===== config.mk =====
export PLATFORM = sky130hd
export DESIGN_NAME = iolofc_top
export DESIGN_NICKNAME = d
export VERILOG_FILES = /design/src/pkg/iolofc_pkg.sv /design/src/iolofc_top.sv
export SDC_FILE = /design/constraint.sdc
export NUM_CORES = 1
export LEC_CHECK = 0
export BUFFER_PORTS_ARGS = -buffer_cell sky130_fd_sc_hd__buf_2
export CAP_MARGIN = 20
export CORE_ASPECT_RATIO = 1.1
export CORE_MARGIN = 4
export CORE_UTILIZATION = 55
export DETAILED_ROUTE_END_ITERATION = 8
export PLACE_DENSITY = 0.84
export SKIP_CTS_REPAIR_TIMING = 1
export SYNTH_ARGS = -nofsm -noshare
export SYNTH_HDL_FRONTEND = slang
export SYNTH_SLANG_ARGS = --single-unit

===== constraint.sdc =====
create_clock -name clk -period 4.4 [get_ports clk]
set_input_delay 0.44 -clock clk [delete_from_list [all_inputs] [get_ports clk]]
set_output_delay 0.44 -clock clk [all_outputs]
set_load 0.1 [all_outputs]

===== src/pkg/iolofc_pkg.sv =====
// Purpose: constants for the 32-line output, filter and change irq block
// Assumes: Avalon-MM byte addressing of a 32-bit register file
// Notes: byte offsets; register index is offset divided by four
package iolofc_pkg;
   localparam int unsigned NUM_LINES = 32;
   localparam int unsigned ADDR_W = 8;
   // Register byte offsets
   localparam logic [7:0] OFF_OUT_EN = 8'h10;
   localparam logic [7:0] OFF_OUT_DIS = 8'h14;
   localparam logic [7:0] OFF_OUT_STATE = 8'h18;
   localparam logic [7:0] OFF_FILT_EN = 8'h20;
   localparam logic [7:0] OFF_FILT_DIS = 8'h24;
   localparam logic [7:0] OFF_FILT_STATE = 8'h28;
   localparam logic [7:0] OFF_DRV_SET = 8'h30;
   localparam logic [7:0] OFF_DRV_CLR = 8'h34;
   localparam logic [7:0] OFF_DRV_STATE = 8'h38;
   localparam logic [7:0] OFF_PIN_LEVEL = 8'h3c;
   localparam logic [7:0] OFF_IRQ_EN = 8'h40;
   localparam logic [7:0] OFF_IRQ_DIS = 8'h44;
   localparam logic [7:0] OFF_IRQ_ENABLED = 8'h48;
   localparam logic [7:0] OFF_IRQ_STATUS = 8'h4c;
   localparam logic [7:0] OFF_DWP_EN = 8'ha0;
   localparam logic [7:0] OFF_DWP_DIS = 8'ha4;
   localparam logic [7:0] OFF_DWP_STATE = 8'ha8;
   // Reset and unmapped read values
   localparam logic [31:0] RST_ZERO = 32'h0000_0000;
   localparam logic [31:0] UNMAPPED_READ = 32'h0000_0000;
   // Glitch filter length in clock cycles
   localparam int unsigned FILT_CYCLES = 2;
   localparam logic [1:0] FILT_MAX = 2'h1;
   // Bus answer states
   typedef enum logic [1:0] {
      IOLOFC_IDLE = 2'b01,
      IOLOFC_ACK = 2'b10
   } iolofc_bus_type;
endpackage


===== src/iolofc_top.sv =====
// Purpose: per-line output driver, drive value, glitch filter and input
//    change interrupt control for 32 I/O lines
// Assumes: single 100 MHz clock, Avalon-MM slave with waitrequest
// Notes: pins are sampled by two flip-flops before any logic
//    writes act at the edge that completes the access
//    change status bits are cleared by writing ones to them
//    the readback holds its last sample while the clock is stopped
`timescale 1ns/1ps
module iolofc_top
   import iolofc_pkg::*;
(
   input wire logic clk,
   input wire logic resetn,
   input wire logic [ADDR_W-1:0] address,
   input wire logic read,
   input wire logic write,
   input wire logic [31:0] writedata,
   input wire logic [3:0] byteenable,
   output logic [31:0] readdata,
   output logic waitrequest,
   input wire logic [NUM_LINES-1:0] pin_in,
   output logic [NUM_LINES-1:0] pin_out,
   output logic [NUM_LINES-1:0] pin_oe_n,
   output logic irq
);

   // Bus handshake state
   iolofc_bus_type state;
   iolofc_bus_type next_state;
   // Per-line control state
   logic [31:0] output_enabled;
   logic [31:0] next_output_enabled;
   logic [31:0] filter_on;
   logic [31:0] next_filter_on;
   logic [31:0] drive_value;
   logic [31:0] next_drive_value;
   logic [31:0] irq_enabled;
   logic [31:0] next_irq_enabled;
   logic [31:0] write_permit;
   logic [31:0] next_write_permit;
   logic [31:0] irq_status;
   logic [31:0] next_irq_status;
   logic [31:0] next_readdata;
   // Pin sampling, filter and change detection
   logic [31:0] sync1;
   logic [31:0] sync2;
   logic [31:0] level;
   logic [31:0] next_level;
   logic [31:0] level_prev;
   logic [1:0] filt_cnt [NUM_LINES];
   logic [1:0] next_filt_cnt [NUM_LINES];
   // Bus decode helpers
   logic [31:0] wmask;
   logic wr_go;
   logic rd_go;
   logic [31:0] wd;
   logic [31:0] changed;
   logic [31:0] status_clear;

   // Byte lanes expand to a bit mask
   assign wmask = {{8{byteenable[3]}}, {8{byteenable[2]}},
                   {8{byteenable[1]}}, {8{byteenable[0]}}};
   assign wd = writedata & wmask;
   // A write lands at the edge where waitrequest is seen low
   assign wr_go = write && (state == IOLOFC_ACK);
   assign rd_go = read && !write && (state == IOLOFC_IDLE);
   assign waitrequest = (read || write) && (state == IOLOFC_IDLE);

   // Bus answer sequencer: one wait cycle, then the request completes
   // The wait cycle lets read data be registered before it is taken
   always_comb begin
      next_state = state;
      case (state)
         IOLOFC_IDLE: begin
            if (read || write) begin
               next_state = IOLOFC_ACK;
            end
         end
         IOLOFC_ACK: begin
            next_state = IOLOFC_IDLE;
         end
         default: begin
            next_state = IOLOFC_IDLE;
         end
      endcase
   end

   always_ff @(posedge clk or negedge resetn) begin
      if (!resetn) begin
         state <= IOLOFC_IDLE;
      end else begin
         state <= next_state;
      end
   end

   // Output driver pair: enable and disable act on one bit per line
   // Zero bits in either written word leave the line as it was
   always_comb begin
      next_output_enabled = output_enabled;
      if (wr_go) begin
         case (address)
            OFF_OUT_EN: begin
               next_output_enabled = output_enabled | wd;
            end
            OFF_OUT_DIS: begin
               next_output_enabled = output_enabled & ~wd;
            end
            default: begin
               next_output_enabled = output_enabled;
            end
         endcase
      end
   end

   always_ff @(posedge clk or negedge resetn) begin
      if (!resetn) begin
         output_enabled <= RST_ZERO;
      end else begin
         output_enabled <= next_output_enabled;
      end
   end

   // Glitch filter pair: switches the input filter of each line
   // The filter itself runs in the per-line loop below
   always_comb begin
      next_filter_on = filter_on;
      if (wr_go) begin
         case (address)
            OFF_FILT_EN: begin
               next_filter_on = filter_on | wd;
            end
            OFF_FILT_DIS: begin
               next_filter_on = filter_on & ~wd;
            end
            default: begin
               next_filter_on = filter_on;
            end
         endcase
      end
   end

   always_ff @(posedge clk or negedge resetn) begin
      if (!resetn) begin
         filter_on <= RST_ZERO;
      end else begin
         filter_on <= next_filter_on;
      end
   end

   // Drive value: set and clear words, or a direct write of the state
   // A direct write only reaches lines whose permit bit is set
   always_comb begin
      next_drive_value = drive_value;
      if (wr_go) begin
         case (address)
            OFF_DRV_SET: begin
               next_drive_value = drive_value | wd;
            end
            OFF_DRV_CLR: begin
               next_drive_value = drive_value & ~wd;
            end
            OFF_DRV_STATE: begin
               // Only permitted lines within written lanes take the value
               next_drive_value = (drive_value & ~(write_permit & wmask))
                  | (writedata & write_permit & wmask);
            end
            default: begin
               next_drive_value = drive_value;
            end
         endcase
      end
   end

   always_ff @(posedge clk or negedge resetn) begin
      if (!resetn) begin
         drive_value <= RST_ZERO;
      end else begin
         drive_value <= next_drive_value;
      end
   end

   // Change interrupt pair: masks each line's change flag
   // Flags still set while masked, so enabling later raises irq
   always_comb begin
      next_irq_enabled = irq_enabled;
      if (wr_go) begin
         case (address)
            OFF_IRQ_EN: begin
               next_irq_enabled = irq_enabled | wd;
            end
            OFF_IRQ_DIS: begin
               next_irq_enabled = irq_enabled & ~wd;
            end
            default: begin
               next_irq_enabled = irq_enabled;
            end
         endcase
      end
   end

   always_ff @(posedge clk or negedge resetn) begin
      if (!resetn) begin
         irq_enabled <= RST_ZERO;
      end else begin
         irq_enabled <= next_irq_enabled;
      end
   end

   // Direct write permit pair: chooses the writable drive lines
   // All lines start read-only so a stray write cannot move a pin
   always_comb begin
      next_write_permit = write_permit;
      if (wr_go) begin
         case (address)
            OFF_DWP_EN: begin
               next_write_permit = write_permit | wd;
            end
            OFF_DWP_DIS: begin
               next_write_permit = write_permit & ~wd;
            end
            default: begin
               next_write_permit = write_permit;
            end
         endcase
      end
   end

   always_ff @(posedge clk or negedge resetn) begin
      if (!resetn) begin
         write_permit <= RST_ZERO;
      end else begin
         write_permit <= next_write_permit;
      end
   end

   // Pin synchroniser; only the second stage feeds logic
   // The first stage may go metastable, so nothing else reads it
   always_ff @(posedge clk or negedge resetn) begin
      if (!resetn) begin
         sync1 <= RST_ZERO;
         sync2 <= RST_ZERO;
      end else begin
         sync1 <= pin_in;
         sync2 <= sync1;
      end
   end

   // Per-line glitch filter: a level must hold for FILT_CYCLES cycles
   // A one-cycle glitch never reaches the readback or the change flags
   generate
      for (genvar i = 0; i < NUM_LINES; i++) begin : g_line
         always_comb begin
            next_filt_cnt[i] = filt_cnt[i];
            next_level[i] = level[i];
            if (!filter_on[i]) begin
               next_level[i] = sync2[i];
               next_filt_cnt[i] = 2'h0;
            end else if (sync2[i] == level[i]) begin
               next_filt_cnt[i] = 2'h0;
            end else if (filt_cnt[i] >= FILT_MAX) begin
               next_level[i] = sync2[i];
               next_filt_cnt[i] = 2'h0;
            end else begin
               next_filt_cnt[i] = filt_cnt[i] + 2'h1;
            end
         end

         always_ff @(posedge clk or negedge resetn) begin
            if (!resetn) begin
               filt_cnt[i] <= 2'h0;
            end else begin
               filt_cnt[i] <= next_filt_cnt[i];
            end
         end
      end
   endgenerate

   // Readback register samples only on clock edges, holds when stopped
   // The delayed copy feeds the change detector
   always_ff @(posedge clk or negedge resetn) begin
      if (!resetn) begin
         level <= RST_ZERO;
         level_prev <= RST_ZERO;
      end else begin
         level <= next_level;
         level_prev <= level;
      end
   end

   // Change detection: sticky flags, a change wins over a same-cycle clear
   // Software clears a flag by writing a one to it
   assign changed = level ^ level_prev;
   assign status_clear = (wr_go && (address == OFF_IRQ_STATUS)) ? wd
      : RST_ZERO;

   always_comb begin
      next_irq_status = (irq_status & ~status_clear) | changed;
   end

   // Interrupt output follows the unmasked flags cycle for cycle
   always_ff @(posedge clk or negedge resetn) begin
      if (!resetn) begin
         irq_status <= RST_ZERO;
         irq <= 1'b0;
      end else begin
         irq_status <= next_irq_status;
         irq <= |(next_irq_status & next_irq_enabled);
      end
   end

   // Read data mux, registered on the accepting cycle
   // The value then stands unchanged at the completing edge
   always_comb begin
      next_readdata = readdata;
      if (rd_go) begin
         case (address)
            OFF_OUT_STATE: begin
               next_readdata = output_enabled;
            end
            OFF_FILT_STATE: begin
               next_readdata = filter_on;
            end
            OFF_DRV_STATE: begin
               next_readdata = drive_value;
            end
            OFF_PIN_LEVEL: begin
               next_readdata = level;
            end
            OFF_IRQ_ENABLED: begin
               next_readdata = irq_enabled;
            end
            OFF_IRQ_STATUS: begin
               next_readdata = irq_status;
            end
            OFF_DWP_STATE: begin
               next_readdata = write_permit;
            end
            default: begin
               next_readdata = UNMAPPED_READ;
            end
         endcase
      end
   end

   always_ff @(posedge clk or negedge resetn) begin
      if (!resetn) begin
         readdata <= RST_ZERO;
      end else begin
         readdata <= next_readdata;
      end
   end

   // Pin drive
   // A set enable bit pulls the active-low enable of its line low
   assign pin_out = drive_value;
   assign pin_oe_n = ~output_enabled;

endmodule // iolofc_top


== Word-level counts from Yosys, hierarchy flattened ==
Cells that the tools add are included.

* Register bits after elaboration: 419
* Output and inout port bits: 98

* $add $sub $neg: 32
* Magnitude comparators: 32
* Equality and inequality tests: 116
* Muxes and demuxes: 202
* Bitwise gates (word level): 24
* Reduce and logical (&&, ||, !) cells: 48

{| class="wikitable"
|+ Operators with widths
! cell !! count
|-
| 32-bit AND || 12
|-
| 32-bit one-hot mux with 2 select lines || 4
|-
| 32-bit bitwise OR || 7
|-
| 32-bit one-hot mux with 7 select lines || 1
|-
| 2-bit two-way mux || 98
|-
| 32-bit NOT || 4
|-
| 1-bit two-way mux || 96
|-
| 32-bit one-hot mux with 3 select lines || 1
|-
| 2-bit AND reduction || 36
|-
| 2-bit by 1-bit != test with 1-bit output, second input constant || 33
|-
| 2-bit by 1-bit adder with 2-bit output, second input constant || 32
|-
| 2-bit by 1-bit greater-or-equal comparator with 1-bit output, second input constant || 32
|-
| 32-bit two-way mux || 2
|-
| 2-bit != test, second input constant || 32
|-
| 8-bit by 6-bit == test with 1-bit output, second input constant || 7
|-
| 1-bit == test || 32
|-
| 8-bit by 7-bit == test with 1-bit output, second input constant || 4
|-
| 32-bit OR reduction || 1
|-
| 32-bit XOR || 1
|-
| 8-bit by 5-bit == test with 1-bit output, second input constant || 3
|-
| 8-bit == test, second input constant || 3
|-
| 2-bit nonzero test || 3
|-
| 1-bit logical AND || 5
|-
| 3-bit nonzero test || 1
|-
| 4 further kinds || 4
|}

== Logic depth before layout (Yosys ltp) ==
* Depth in word-level cells: 9
* Gate-level depth with buffers: 9

== Least setup slack after synthesis ==
Ideal clock, no wire load.

* Path kind: reg2out
* Start: register state[0]
* End: output port waitrequest
* Arrival time: 2755 ps
* Required time: 3960 ps
* Path slack: 1205 ps
* Stages on the path, launching flop included: 2
* Buffers on the path: 0
* Cells stage by stage: dfstp_2 nor3b_1

* Cells in the longest elaborated chain, start to end: 2

{| class="wikitable"
|+ RTL lines
! item !! RTL line !! RTL
|-
| start, declared || iolofc_top.sv:28 || <nowiki>iolofc_bus_type state;</nowiki>
|-
| start signal, assigned || iolofc_top.sv:92 || <nowiki>state <= next_state;</nowiki>
|-
| 2-bit by 1-bit == test with 1-bit output || iolofc_top.sv:67 || <nowiki>assign waitrequest = (read || write) && (state == IOLOFC_IDLE);</nowiki>
|-
| 1-bit logical AND || iolofc_top.sv:67 ||
|-
| end, declared || iolofc_top.sv:20 || <nowiki>output logic waitrequest,</nowiki>
|}

No other way between the ends.

== Worst setup path after layout ==
* Start: register state[1]
* End: register drive_value[8] (netlist: pin_out[8])

* Cells in the longest elaborated chain, start to end: 3

{| class="wikitable"
|+ RTL lines
! item !! RTL line !! RTL
|-
| 2-bit == test || iolofc_top.sv:65 || <nowiki>assign wr_go = write && (state == IOLOFC_ACK);</nowiki>
|-
| 1-bit logical AND || iolofc_top.sv:65 ||
|-
| 2-bit AND reduction (no line) || - ||
|-
| end signal, assigned || iolofc_top.sv:178 || <nowiki>drive_value <= next_drive_value;</nowiki>
|-
| end, declared || iolofc_top.sv:35 || <nowiki>logic [31:0] drive_value;</nowiki>
|}

No other way between the ends.
A chain may end at the register's enable or synchronous reset.

==> flow_metrics.py <==
metrics = {
    "setup_path": {
        "critical_path_required_ns": 4.81,
        "crit_type": "reg2reg",
        "critPathCaptureType": "register",
        "start_kind": "register",
        "crit_arrival_ns": 3.59,
        "path_max_fanout": 66,
    },
    "synthesis": {
        "synth_area_per_cell_um2": 11.0,
        "yosysWarnings": 0,
        "ys_seq_elements": 419,
        "ys_async_sr_fraction_pct": 100,
        "syn-num-nets": 1733,
        "syn_area_um2": 17800,
        "synthCells": 1621,
        "synth_cell_types": 40,
        "synth.yosys.seq_area_share_pct": 58.9,
        "synth_edf_count": 0,
        "ys.flop_type": "dfrtp_1",
    },
    "power": {
        "p_comb_share_pct": 21.8,
        "ir_drop_v": 0.000446,
        "power.density_nw_per_um2": 479,
        "p_int_mw": 6.49,
        "p_sw_mw": 3.38,
        "sequentialPowerShare_pct": 43.4,
        "clockPowerShare_pct": 34.8,
        "swShare_pct": 34.2,
        "leakage_nw": 8.60,
    },
    "drt": {
        "dr.pass1.iters": 9,
        "ant_nets": 0,
        "post_drt_wl_per_cell_um": 22.8,
        "vias": 14417,
        "drc_errors": 15,
        "drt_wl_total_mm": 50.4,
        "drt-initial-drc-count": 2364,
        "vias_per_cell": 6.53,
    },
    "layout": {
        "utilization_pct": 65.1,
        "drive_gt1_share_pct": 18.0,
        "layout_common_cells": "418 x dfrtp_1, 176 x buf_2, 136 x nand2_1, 112 x o21ai_0, 103 x a21oi_1",
        "nNetsFinal": 1872,
        "layout_commonest_cell": "dfrtp_1",
        "syn_to_final_growth_pct": 15.7,
        "fillCellCount": 2354,
        "stdcell_area_um2": 20600,
    },
    "floorplanning": {
        "die_w_um": 180,
        "fp.dieH_um": 197,
        "start_util_pct": 56.3,
        "ioPinCount": 178,
        "dieArea_um2": 35300,
        "coreArea_um2": 31700,
        "row_count": 68,
    },
    "clocking": {
        "cts_inserted_buffers": 42,
        "htreeDepth": 2,
        "clkLatencyLatePin_ns": 0.56,
        "max-clock-path-buffers": 3,
        "cts_root_buffer": "clkbuf_16",
        "cts.clk_slew.worst_paths_ns": 0.06,
        "clock-sinks": 419,
        "cts_tree": "done",
    },
    "timing": {
        "whs_ns": -0.0352,
        "setup_viol_count_final": 0,
        "setup_tns_ns": 0,
        "hold_viol_final": 13,
        "fmax_ghz": 0.314,
        "finalClockSkew_ns": 0.0164,
        "post-route-period-util_pct": 72.3,
        "slew_viol_final": 0,
        "rsz0062_at_grt": "no",
        "worstMarginPinSlew_ns": 1.12,
        "min_period_ns": 3.18,
        "max-slew-margin-rel_pct": 25.5,
    },
    "outcome": {
        "outcome": "finished, violations left",
        "violations": "DRC, hold timing",
    },
    "place": {
        "dp_hpwl_mm": 32.6,
        "placed_area_um2": 19000,
        "gp_congestion": 0.901,
        "io_buffers": 177,
    },
    "global_route": {
        "grt_max_degree": 123,
        "grt_use_total_pct": 27.6,
        "grt_pass1_wl_mm": 78.6,
        "antenna_found_initial": 5,
        "grt_overflow": 0,
        "grt_pass1_vias": 14154,
    },
    "worst_hold_path": {
        "hold_class": "in2async",
    },
    "run": {
        "drv_cap": 0,
    },
}
worst paths after layout:
path / endpoint / slack (ns) / from / cells after the start
worst min register to register: sync2[15] / 0.34 / sync1[15] / 0
max in group asynchronous: asynchronous set/reset pin / 3.21 / resetn / 2
min in group clk: sync1[26] / 0 / pin_in[26] / 1
worst min-delay path: filt_cnt[49] / -0.04 / resetn / 1
worst max-delay path: pin_out[8] / 1.22 / state[1] / 6
worst max register to register: pin_out[8] / 1.22 / state[1] / 6
power by group through the flow:
stage	clock, mW	sequential, mW	combinational (mW)
floorplan	0	5.48	0.492
global placement	0	4.33	2.11
detailed placement	0	4.34	2.13
CTS	3.46	4.28	2.14
global route	3.64	4.31	2.24
finish	3.43	4.28	2.16
critical path, cell delays in order, from the launching register on:
cell	delay (ns)
dfrtp_1	0.43
nand3b_1	0.33
buf_4	0.48
a2111oi_2	0.70
o211ai_1	0.58
o21ai_0	0.35
o21ai_0	0.15
per-layer routing:
metal	up-vias	GRT usage [%]	wire (µm)	part of all wire, %
met5	-	0	21	0.042
met4	4	14.6	2840	5.6
met3	241	7.11	5510	11
met2	1027	43.9	23800	47
met1	6942	35.3	18200	36
li1	6203	-	-	-
per-stage QoR:
stage | setup slack [ns] | std cells | power (mW)
after floorplan | 1.21 | 1621 | 5.98
after global placement | 1.02 | 2108 | 6.43
after detailed placement | 1.00 | 2108 | 6.47
after CTS | 1.27 | 2177 | 9.88
after global routing | 1.09 | 2208 | 10.2
final | 1.22 | 2208 | 9.87
Yosys cell counts, types with 2 or more instances:
master / n / area share [%]
or4b_1: 2 / 0.11
o21ai_0: 112 / 3.1
o21a_1: 32 / 1.3
buf_2: 5 / 0.14
or4_1: 2 / 0.084
a31oi_1: 97 / 3.4
a22oi_1: 16 / 0.67
mux2_2: 32 / 2.0
xnor2_1: 64 / 3.1
dfrtp_1: 418 / 59
nor2_1: 46 / 0.97
buf_1: 5 / 0.11
o22ai_1: 29 / 1.0
nand4_1: 40 / 1.4
or2_2: 3 / 0.11
nand3b_1: 3 / 0.13
buf_6: 4 / 0.25
clkbuf_1: 124 / 2.6
nand4bb_1: 2 / 0.13
nor3b_1: 3 / 0.13
nand2_1: 136 / 2.9
o41ai_2: 8 / 0.73
o211ai_1: 4 / 0.17
a21oi_1: 103 / 2.9
inv_1: 97 / 2.0
o41ai_1: 56 / 2.8
o21ai_1: 8 / 0.22
a222oi_1: 64 / 3.6
and2_1: 64 / 2.2
ha_1: 32 / 2.2
cells by family after synthesis:
family / Yosys count / synth area share [%]
AOI/OAI and AO/OA: 532 / 20.1
xor gates and xnor gates: 64 / 3.15
adders and majority gates: 32 / 2.25
buffers and inverters: 235 / 5.16
DFF: 419 / 58.9
muxes: 32 / 2.02
and+or+nand+nor: 307 / 8.41
layout make-up:
class	count	area, µm²	area share [%]
antenna	3	7.51	0.0364
clock buffer	63	1230	5.99
clock inverter	6	58.8	0.285
inverter	97	364	1.77
multi-input combinational	967	6480	31.4
sequential	419	10500	50.9
tap	420	526	2.55
timing repair buffer	233	1450	7.06
(Power assumes the default switching activity.)
